`config.mk`:
```
export PLATFORM = sky130hd
export DESIGN_NAME = t1pm_perf_monitor
export DESIGN_NICKNAME = d
export VERILOG_FILES = /design/src/design/t1pm_perf_monitor.v /design/src/design/t1pm_rc_counter.v
export VERILOG_INCLUDE_DIRS = /design/src /design/src/design
export SDC_FILE = /design/constraint.sdc
export NUM_CORES = 1
export LEC_CHECK = 0
export ABC_CLOCK_PERIOD_IN_PS = 3200
export BUFFER_PORTS_ARGS = -buffer_cell sky130_fd_sc_hd__buf_2
export CAP_MARGIN = 5
export CORE_MARGIN = 2
export CORE_UTILIZATION = 53
export DETAILED_ROUTE_END_ITERATION = 10
export GPL_TIMING_DRIVEN = 0
export HOLD_SLACK_MARGIN = 0.15
export PLACE_DENSITY = 0.76
export SLEW_MARGIN = 10
export SYNTH_ARGS = -nofsm -noshare
export SYNTH_HDL_FRONTEND = slang
export SYNTH_HIERARCHICAL = 1
export SYNTH_SLANG_ARGS = --single-unit
export TNS_END_PERCENT = 50
```
`constraint.sdc`:
```
create_clock -name mclk_i -period 3.2 [get_ports mclk_i]
set_input_delay 0.48 -clock mclk_i [delete_from_list [all_inputs] [get_ports mclk_i]]
set_output_delay 0.48 -clock mclk_i [all_outputs]
set_load 0.05 [all_outputs]
```
`src/design/t1pm_defs.vh`:
```
// Offsets, field positions, reset values and widths of the performance-monitor counter bank
`ifndef T1PM_DEFS_VH
`define T1PM_DEFS_VH

// ----------------------------------------------------------------------
// Register byte addresses
// ----------------------------------------------------------------------
`define T1PM_ADDR_W              8
`define T1PM_OFS_FRAME_LOSS      8'h00
`define T1PM_OFS_ALIGN_CHANGE    8'h04
`define T1PM_OFS_CKSUM_ERR       8'h08
`define T1PM_OFS_PRBS_UPPER      8'h0C
`define T1PM_OFS_PRBS_LOWER      8'h10
`define T1PM_OFS_INT_STATUS      8'h14
`define T1PM_OFS_INT_CLEAR       8'h18
`define T1PM_OFS_INT_ENABLE      8'h1C

// ----------------------------------------------------------------------
// Widths and reset values
// ----------------------------------------------------------------------
`define T1PM_CNT8_W              8
`define T1PM_CNT16_W             16
`define T1PM_CNT_RESET           8'h00
`define T1PM_POS_W               8
`define T1PM_INT_W               4
`define T1PM_INT_RESET           4'h0

// ----------------------------------------------------------------------
// Interrupt bit positions
// ----------------------------------------------------------------------
`define T1PM_INT_FRAME_LOSS      0
`define T1PM_INT_ALIGN_CHANGE    1
`define T1PM_INT_CKSUM_ERR       2
`define T1PM_INT_PRBS_ERR        3

// ----------------------------------------------------------------------
// Bus responses
// ----------------------------------------------------------------------
`define T1PM_RESP_OKAY           2'h0
`define T1PM_RESP_SLVERR         2'h2

`endif

```
`src/design/t1pm_perf_monitor.v`:
```
// Performance-monitor counter bank with AXI4-Lite register access and interrupt
//
// Function
// - 8-bit counter, one per new frame loss
// - Counters clear on read, start at zero
// - 8-bit counter of alignment change events
// - Alignment change: new lock differs from candidate
// - 8-bit counter of link controller checksum errors
// - 16-bit PRBS error counter, upper byte register
// - Lower byte register shows bits 7..0 as latched by the last upper byte read (the code clears it to zero on each lower byte read)
//
// Our own choices: the AXI4-Lite slave port and the placing of the registers.
`timescale 1ns/1ps
`include "t1pm_defs.vh"
module t1pm_perf_monitor (
  input  wire                      mclk_i,
  input  wire                      rst_i,
  // Event sources
  input  wire                      frame_loss_i,
  input  wire                      lock_pulse_i,
  input  wire [`T1PM_POS_W-1:0]    lock_pos_i,
  input  wire [`T1PM_POS_W-1:0]    cand_pos_i,
  input  wire                      cksum_err_i,
  input  wire                      prbs_err_i,
  // AXI4-Lite write address
  input  wire                      s_axi_awvalid,
  output reg                       s_axi_awready,
  input  wire [`T1PM_ADDR_W-1:0]   s_axi_awaddr,
  input  wire [2:0]                s_axi_awprot,
  // AXI4-Lite write data
  input  wire                      s_axi_wvalid,
  output reg                       s_axi_wready,
  input  wire [31:0]               s_axi_wdata,
  input  wire [3:0]                s_axi_wstrb,
  // AXI4-Lite write response
  output reg                       s_axi_bvalid,
  input  wire                      s_axi_bready,
  output reg  [1:0]                s_axi_bresp,
  // AXI4-Lite read address
  input  wire                      s_axi_arvalid,
  output reg                       s_axi_arready,
  input  wire [`T1PM_ADDR_W-1:0]   s_axi_araddr,
  input  wire [2:0]                s_axi_arprot,
  // AXI4-Lite read data
  output reg                       s_axi_rvalid,
  input  wire                      s_axi_rready,
  output reg  [31:0]               s_axi_rdata,
  output reg  [1:0]                s_axi_rresp,
  // Interrupt
  output reg                       irq_o
);

  // ----------------------------------------------------------------------
  // Event detection
  // ----------------------------------------------------------------------
  reg                      frame_loss_q;
  wire                     loss_event;
  wire                     align_event;
  wire                     pos_differs;
  wire [2:0]               ev8;

  // Count only the declaration edge of a loss condition
  assign loss_event  = frame_loss_i & ~frame_loss_q;
  assign pos_differs = (lock_pos_i != cand_pos_i);
  assign align_event = lock_pulse_i & pos_differs;
  assign ev8         = {cksum_err_i, align_event, loss_event};

  always @(posedge mclk_i) begin
    if (rst_i) begin
      frame_loss_q <= 1'b0;
    end else begin
      frame_loss_q <= frame_loss_i;
    end
  end

  // ----------------------------------------------------------------------
  // Read decode
  // ----------------------------------------------------------------------
  wire                     rd_fire;
  wire                     rd_loss;
  wire                     rd_align;
  wire                     rd_cksum;
  wire                     rd_upper;
  wire                     rd_lower;
  wire [2:0]               rd8;

  assign rd_fire  = s_axi_arvalid & s_axi_arready;
  assign rd_loss  = rd_fire & (s_axi_araddr == `T1PM_OFS_FRAME_LOSS);
  assign rd_align = rd_fire & (s_axi_araddr == `T1PM_OFS_ALIGN_CHANGE);
  assign rd_cksum = rd_fire & (s_axi_araddr == `T1PM_OFS_CKSUM_ERR);
  assign rd_upper = rd_fire & (s_axi_araddr == `T1PM_OFS_PRBS_UPPER);
  assign rd_lower = rd_fire & (s_axi_araddr == `T1PM_OFS_PRBS_LOWER);
  assign rd8      = {rd_cksum, rd_align, rd_loss};

  // ----------------------------------------------------------------------
  // Eight-bit clear-on-read counters
  // ----------------------------------------------------------------------
  wire [`T1PM_CNT8_W-1:0]  cnt8 [0:2];

  genvar gi;
  generate
    for (gi = 0; gi < 3; gi = gi + 1) begin : g_cnt8
      // Loss, alignment change and checksum error counters
      t1pm_rc_counter #(
        .WIDTH   (`T1PM_CNT8_W)
      ) u_cnt (
        .mclk_i  (mclk_i),
        .rst_i   (rst_i),
        .inc_i   (ev8[gi]),
        .clr_i   (rd8[gi]),
        .count_o (cnt8[gi])
      );
    end
  endgenerate

  // ----------------------------------------------------------------------
  // Sixteen-bit PRBS error counter with lower-byte snapshot
  // ----------------------------------------------------------------------
  wire [`T1PM_CNT16_W-1:0] prbs_cnt;
  reg  [`T1PM_CNT8_W-1:0]  prbs_lower;

  t1pm_rc_counter #(
    .WIDTH   (`T1PM_CNT16_W)
  ) u_prbs_cnt (
    .mclk_i  (mclk_i),
    .rst_i   (rst_i),
    .inc_i   (prbs_err_i),
    .clr_i   (rd_upper),
    .count_o (prbs_cnt)
  );

  // Upper read freezes the low byte so the pair stays coherent
  always @(posedge mclk_i) begin
    if (rst_i) begin
      prbs_lower <= `T1PM_CNT_RESET;
    end else if (rd_upper) begin
      prbs_lower <= prbs_cnt[7:0];
    end else if (rd_lower) begin
      prbs_lower <= `T1PM_CNT_RESET;
    end
  end

  // ----------------------------------------------------------------------
  // Write path
  // ----------------------------------------------------------------------
  reg                      aw_got;
  reg                      w_got;
  reg  [`T1PM_ADDR_W-1:0]  wr_addr;
  reg  [31:0]              wr_data;
  reg  [3:0]               wr_strb;
  wire                     wr_fire;
  wire                     wr_clear;
  wire                     wr_enable;
  reg                      wr_ok;

  assign wr_fire   = aw_got & w_got & ~s_axi_bvalid;
  assign wr_clear  = wr_fire & (wr_addr == `T1PM_OFS_INT_CLEAR) & wr_strb[0];
  assign wr_enable = wr_fire & (wr_addr == `T1PM_OFS_INT_ENABLE) & wr_strb[0];

  // Only the clear and enable words take writes
  always @* begin
    case (wr_addr)
      `T1PM_OFS_INT_CLEAR:  wr_ok = 1'b1;
      `T1PM_OFS_INT_ENABLE: wr_ok = 1'b1;
      default:              wr_ok = 1'b0;
    endcase
  end

  always @(posedge mclk_i) begin
    if (rst_i) begin
      s_axi_awready <= 1'b1;
      s_axi_wready  <= 1'b1;
      s_axi_bvalid  <= 1'b0;
      s_axi_bresp   <= `T1PM_RESP_OKAY;
      aw_got        <= 1'b0;
      w_got         <= 1'b0;
      wr_addr       <= {`T1PM_ADDR_W{1'b0}};
      wr_data       <= 32'h00000000;
      wr_strb       <= 4'h0;
    end else begin
      if (s_axi_awvalid && s_axi_awready) begin
        aw_got        <= 1'b1;
        wr_addr       <= s_axi_awaddr;
        s_axi_awready <= 1'b0;
      end
      if (s_axi_wvalid && s_axi_wready) begin
        w_got        <= 1'b1;
        wr_data      <= s_axi_wdata;
        wr_strb      <= s_axi_wstrb;
        s_axi_wready <= 1'b0;
      end
      if (wr_fire) begin
        aw_got       <= 1'b0;
        w_got        <= 1'b0;
        s_axi_bvalid <= 1'b1;
        s_axi_bresp  <= wr_ok ? `T1PM_RESP_OKAY : `T1PM_RESP_SLVERR;
      end
      if (s_axi_bvalid && s_axi_bready) begin
        s_axi_bvalid  <= 1'b0;
        s_axi_awready <= 1'b1;
        s_axi_wready  <= 1'b1;
      end
    end
  end

  // ----------------------------------------------------------------------
  // Interrupt status, clear and enable
  // ----------------------------------------------------------------------
  reg  [`T1PM_INT_W-1:0]   int_status;
  reg  [`T1PM_INT_W-1:0]   int_enable;
  reg  [`T1PM_INT_W-1:0]   int_events;
  reg  [`T1PM_INT_W-1:0]   next_status;
  reg  [`T1PM_INT_W-1:0]   next_enable;
  wire                     next_irq;

  always @* begin
    int_events = `T1PM_INT_RESET;
    int_events[`T1PM_INT_FRAME_LOSS]   = loss_event;
    int_events[`T1PM_INT_ALIGN_CHANGE] = align_event;
    int_events[`T1PM_INT_CKSUM_ERR]    = cksum_err_i;
    int_events[`T1PM_INT_PRBS_ERR]     = prbs_err_i;
  end

  always @* begin
    // New event wins over a clear in the same cycle
    if (wr_clear) begin
      next_status = (int_status & ~wr_data[`T1PM_INT_W-1:0]) | int_events;
    end else begin
      next_status = int_status | int_events;
    end
    next_enable = wr_enable ? wr_data[`T1PM_INT_W-1:0] : int_enable;
  end

  assign next_irq = |(next_status & next_enable);

  always @(posedge mclk_i) begin
    if (rst_i) begin
      int_status <= `T1PM_INT_RESET;
      int_enable <= `T1PM_INT_RESET;
      irq_o      <= 1'b0;
    end else begin
      int_status <= next_status;
      int_enable <= next_enable;
      irq_o      <= next_irq;
    end
  end

  // ----------------------------------------------------------------------
  // Register views
  // ----------------------------------------------------------------------
  wire [31:0]              word_loss;
  wire [31:0]              word_align;
  wire [31:0]              word_cksum;
  wire [31:0]              word_prbs_upper;
  wire [31:0]              word_prbs_lower;
  wire [31:0]              word_status;
  wire [31:0]              word_enable;

  assign word_loss       = {24'h000000, cnt8[0]};
  assign word_align      = {24'h000000, cnt8[1]};
  assign word_cksum      = {24'h000000, cnt8[2]};
  assign word_prbs_upper = {24'h000000, prbs_cnt[15:8]};
  assign word_prbs_lower = {24'h000000, prbs_lower};
  assign word_status     = {28'h0000000, int_status};
  assign word_enable     = {28'h0000000, int_enable};

  // ----------------------------------------------------------------------
  // Read path
  // ----------------------------------------------------------------------
  reg  [31:0]              rd_mux;
  reg                      rd_ok;

  always @* begin
    rd_mux = 32'h00000000;
    rd_ok  = 1'b1;
    case (s_axi_araddr)
      `T1PM_OFS_FRAME_LOSS:   rd_mux = word_loss;
      `T1PM_OFS_ALIGN_CHANGE: rd_mux = word_align;
      `T1PM_OFS_CKSUM_ERR:    rd_mux = word_cksum;
      `T1PM_OFS_PRBS_UPPER:   rd_mux = word_prbs_upper;
      `T1PM_OFS_PRBS_LOWER:   rd_mux = word_prbs_lower;
      `T1PM_OFS_INT_STATUS:   rd_mux = word_status;
      `T1PM_OFS_INT_CLEAR:    rd_mux = 32'h00000000;
      `T1PM_OFS_INT_ENABLE:   rd_mux = word_enable;
      default:                rd_ok = 1'b0;
    endcase
  end

  always @(posedge mclk_i) begin
    if (rst_i) begin
      s_axi_arready <= 1'b1;
      s_axi_rvalid  <= 1'b0;
      s_axi_rdata   <= 32'h00000000;
      s_axi_rresp   <= `T1PM_RESP_OKAY;
    end else begin
      if (rd_fire) begin
        s_axi_arready <= 1'b0;
        s_axi_rvalid  <= 1'b1;
        s_axi_rdata   <= rd_mux;
        s_axi_rresp   <= rd_ok ? `T1PM_RESP_OKAY : `T1PM_RESP_SLVERR;
      end else if (s_axi_rvalid && s_axi_rready) begin
        s_axi_rvalid  <= 1'b0;
        s_axi_arready <= 1'b1;
      end
    end
  end

endmodule

```
`src/design/t1pm_rc_counter.v`:
```
// Clear-on-read event counter, saturating at its maximum
`timescale 1ns/1ps
module t1pm_rc_counter #(
  parameter WIDTH = 8
) (
  input  wire             mclk_i,
  input  wire             rst_i,
  input  wire             inc_i,
  input  wire             clr_i,
  output reg  [WIDTH-1:0] count_o
);

  wire [WIDTH-1:0] all_ones = {WIDTH{1'b1}};
  reg  [WIDTH-1:0] next_count;

  always @* begin
    if (clr_i) begin
      // Event in the clearing cycle lands in the fresh count
      next_count = inc_i ? {{(WIDTH-1){1'b0}}, 1'b1} : {WIDTH{1'b0}};
    end else if (inc_i && (count_o != all_ones)) begin
      next_count = count_o + {{(WIDTH-1){1'b0}}, 1'b1};
    end else begin
      next_count = count_o;
    end
  end

  always @(posedge mclk_i) begin
    if (rst_i) begin
      count_o <= {WIDTH{1'b0}};
    end else begin
      count_o <= next_count;
    end
  end

endmodule

```
==> summary.md <==
| Metric | Value |
|---|---|
| CTS sink count | `88` |
| Syn. warnings | `6` |
| Cell variety after synth | `67` |
| Internal cell power | `1680 uW` |
| Share of power burned in registers | `49.3%` |
| Sequential share of the synthesized area | `37.5%` |
| Avg Cell Area, Syn | `8.41 sq um` |
| Final min period | `2.76 ns` |
| Worst EP arrival | `3.00 ns` |
| Mapped cell area | `4700 sq um` |
| Slowest-stage cell, CP | `dlygate4sd3_1` |
| Top cell type's share of synthesized area | `37.5%` |
| XOR/XNOR share of the synthesized area | `1.49%` |
| Share of layout cells above drive strength 1 | `20.5%` |
| Dominant combinational cell family by area after synthesis | `simple AND/OR/NAND/NOR gates` |
| Peak VDD IR | `0.255 mV` |
| GR Layer Usage met1 | `30.8%` |
| Clk_skew | `0.0126 ns` |
| Initial antenna violation count | `0` |
| Post-synthesis mux area share | `3.94%` |
| Post-synth ARST share | `0%` |
| Die width | `98.2 um` |
| First drt pass iteration count | `5` |
| Switching Fraction | `28.1%` |
| Clk root buf | `clkbuf_8` |
| Met2 Use GR | `42.5%` |
| Finished Cell Area | `5460 sq um` |
| Family with the most delay on the worst path | `buffers and inverters` |
| Yosys top cell by area | `dfxtp_1` |
| Critical Path Source | `s_axi_araddr[0]` |
| Worst-Skew Late Latency | `0.37 ns` |
| Reg2Reg Setup Slack | `0.92 ns` |
| CTS buffer count | `9` |
| Worst-path clk slew | `0.10 ns` |
| # diodes | `0` |
| WP buf/inv | `4` |
| Final Wtd Congestion | `0.963` |
| Gr usage total | `24.5%` |
| First-pass GRT wire length | `19400 um` |
| Most used routing layer | `met2` |
| Status | `complete, no violations` |
| Synth-to-Final Area Change | `16.0%` |
| Synth Area in Simple Gates | `25.3%` |
| Critical Path Fanout Max | `13` |
| Synth Register Bits | `88` |
| # rows | `34` |
| Total gr overflow | `0` |
| Endpoints failing hold | `0` |
| Most used cell, CP | `buf_2` |
| Worst Max-Slew Pin Slew | `1.04 ns` |
| Core area | `8680 sq um` |
| Pwr dens | `428 nW/um^2` |
| Combinational fraction of design power | `13.0%` |
| Port bufs | `60` |
| Beginning of the worst register-to-register path | `u_prbs_cnt/count_o[8]` |
| Adder-Cell Fraction of Synth Area | `1.06%` |
| DRC | `0` |
| Tightest Hold Check Type | `input port to flip-flop` |
| Crit path cell chain | `buf_2 -> or4_4 -> buf_6 -> nor4_1 -> and2_1 -> buf_2 -> or2_2 -> dlygate4sd3_1 -> a21oi_1` |
| Most frequent cell after synthesis | `dfxtp_1` |
| Number of setup buffers added after CTS | `0` |
| Antenna-violating nets left | `0` |
| Post-CTS Resized | `0` |
| Slew margin rel. | `30.2%` |
| Peak Freq | `362 MHz` |
| Worst Setup EP | `u_prbs_cnt/count_o[7]` |
| CP required | `3.44 ns` |
| Setup violators final | `0` |
| CTS Hold Bufs | `0` |
| Cells after synthesis | `559` |
| Crit Path Category | `input port to flip-flop` |
| Vias/cell | `5.88` |
| Top FF cell, synth | `dfxtp_1` |
| Met3 usage | `4.15%` |
| Finished Layout Cells | `768` |
| NetSw | `656 uW` |
| Iter 0 DRT Violations | `328` |
| Slew Limit Fails | `0` |
| Crit path depth | `9` |
| Placed cell areas | `5230 sq um` |
| Post-synthesis compound-gate area fraction | `21.5%` |
| Synth top cells by count | `dfxtp_1, nand2_1, a21oi_1` |
| DIE HEIGHT | `98.2 um` |
| Leak Pwr | `0.00222 uW` |
| Number of H-tree levels | `3` |
| Final Util | `62.9%` |
| Post-synth EDFFs | `0` |
| Max-Cap Viols | `0` |
| Crit share post-route | `86.3%` |
| Vias | `4516` |
| Overall power | `2340 uW` |
| HPWL after detailed placement | `8810 um` |
| Setup TNS | `0 ns` |
| RSZ-0062 raised after global routing | `no` |
| Critical Path Sink Type | `flip-flop` |
| Worst R2R Path Depth | `5` |
| Total wire length | `11900 um` |
| Die footprint | `9640 sq um` |
| R2R Path End | `u_prbs_cnt/count_o[13]` |
| CTS tree | `built` |
| Clock buffer depth | `2` |
| Layout Nets | `744` |
| Initial Util | `54.2%` |
| Power share of the clock group | `37.7%` |
| Nature of the critical path startpoint | `input port` |
| Pin count of the biggest net entering global routing | `23` |
| # IOs | `127` |
| Placed cells | `752` |
| Avg WL per Cell | `15.5 um` |
| Max incr delay on CP | `0.79 ns` |
| Vias in the first global route | `4093` |
| Largest cells by area after synthesis | `dfxtp_1, a21oi_1, buf_4` |
-- per-layer routing --
metal / vias to the layer above / share of wire, %
met3: 23 / 6.3
met5: - / 0
met2: 174 / 49
met4: 0 / 2.0
met1: 2099 / 42
li1: 2220 / -
-- stage by stage --
step | hold WS (ns) | setup WS, ns
after floorplan | 0.431 | 0.462
after global placement | 0.441 | 0.0857
after detailed placement | 0.443 | 0.0216
after CTS | 0.338 | 0.438
after global routing | 0.347 | 0.288
final | 0.347 | 0.439
-- layout make-up --
| cell class | count | area (sq um) |
|---|---|---|
| clock inverters | 6 | 97.6 |
| inverters | 31 | 116 |
| well taps | 108 | 135 |
| flip-flops and latches | 88 | 1760 |
| fillers | 785 | 3220 |
| clock buffers | 10 | 128 |
| plain buffers | 48 | 315 |
| multi-input cells | 417 | 2600 |
| repair buffers | 60 | 300 |
-- worst reg2reg max path, stage by stage, from the launching register on --
cell and delay [ns]:
dfxtp_1 0.50, nand4_1 0.26, nor4_1 0.79, buf_2 0.35, nor4_1 0.10, o21a_1 0.18
-- placed cells by master (no fill, tap or decap), drive strengths merged, types with 5 or more instances in the layout --
cell and count:
a2111oi 5, a21oi 46, a22o 12, a22oi 12, a31oi 12, and2 7
and3 6, and4 7, buf 98, clkbuf 19, conb 26, dfxtp 88
inv 35, mux2i 14, nand2 48, nand2b 10, nand3 33, nand4 14
nand4b 5, nor2 35, nor2b 6, nor3 7, nor4 12, o21ai 18
o31ai 8, or4 8, xor2 8
-- how the worst min path moves through the flow --
stage	from	endpoint	slack [ns]	depth (start not counted)
after CTS	s_axi_awaddr[6]	wr_addr[6]	0.34	3
after global placement	wr_addr[3]	wr_addr[3]	0.44	2
after floorplan	wr_addr[4]	wr_addr[4]	0.43	2
after global routing	s_axi_awaddr[7]	wr_addr[7]	0.35	3
after detailed placement	wr_addr[3]	wr_addr[3]	0.44	2
final	s_axi_awaddr[6]	wr_addr[6]	0.35	3
-- sequential cells by signal (all words and copies together) (netlist names), 4 cells and up --
signal and count:
int_status 4, s_axi_rdata 8, wr_addr 8, wr_data 4
prbs_lower 8, g_cnt8.u_cnt/count_o 24, u_prbs_cnt/count_o 16, int_enable 4
-- power by group through the flow --
stage	logic, uW	clock network [uW]	registers (uW)
4_1_cts	303	892	1150
2_1_floorplan	210	0	1190
6_report	305	881	1150
3_3_place_gp	296	0	1170
5_1_grt	332	935	1160
3_5_place_dp	302	0	1180
-- cells by family (layout without fill, tap and decap cells) --
group	after synthesis	after routing
multiplexers	18	18
AND/OR/NAND/NOR	213	213
flip-flops	88	88
buffers and inverters	79	155
AO/OA/AOI/OAI	148	148
XOR/XNOR	8	8
other	1	26
adder cells (fa/ha/maj)	4	4
No activity file was read; power rests on OpenSTA's default activity.
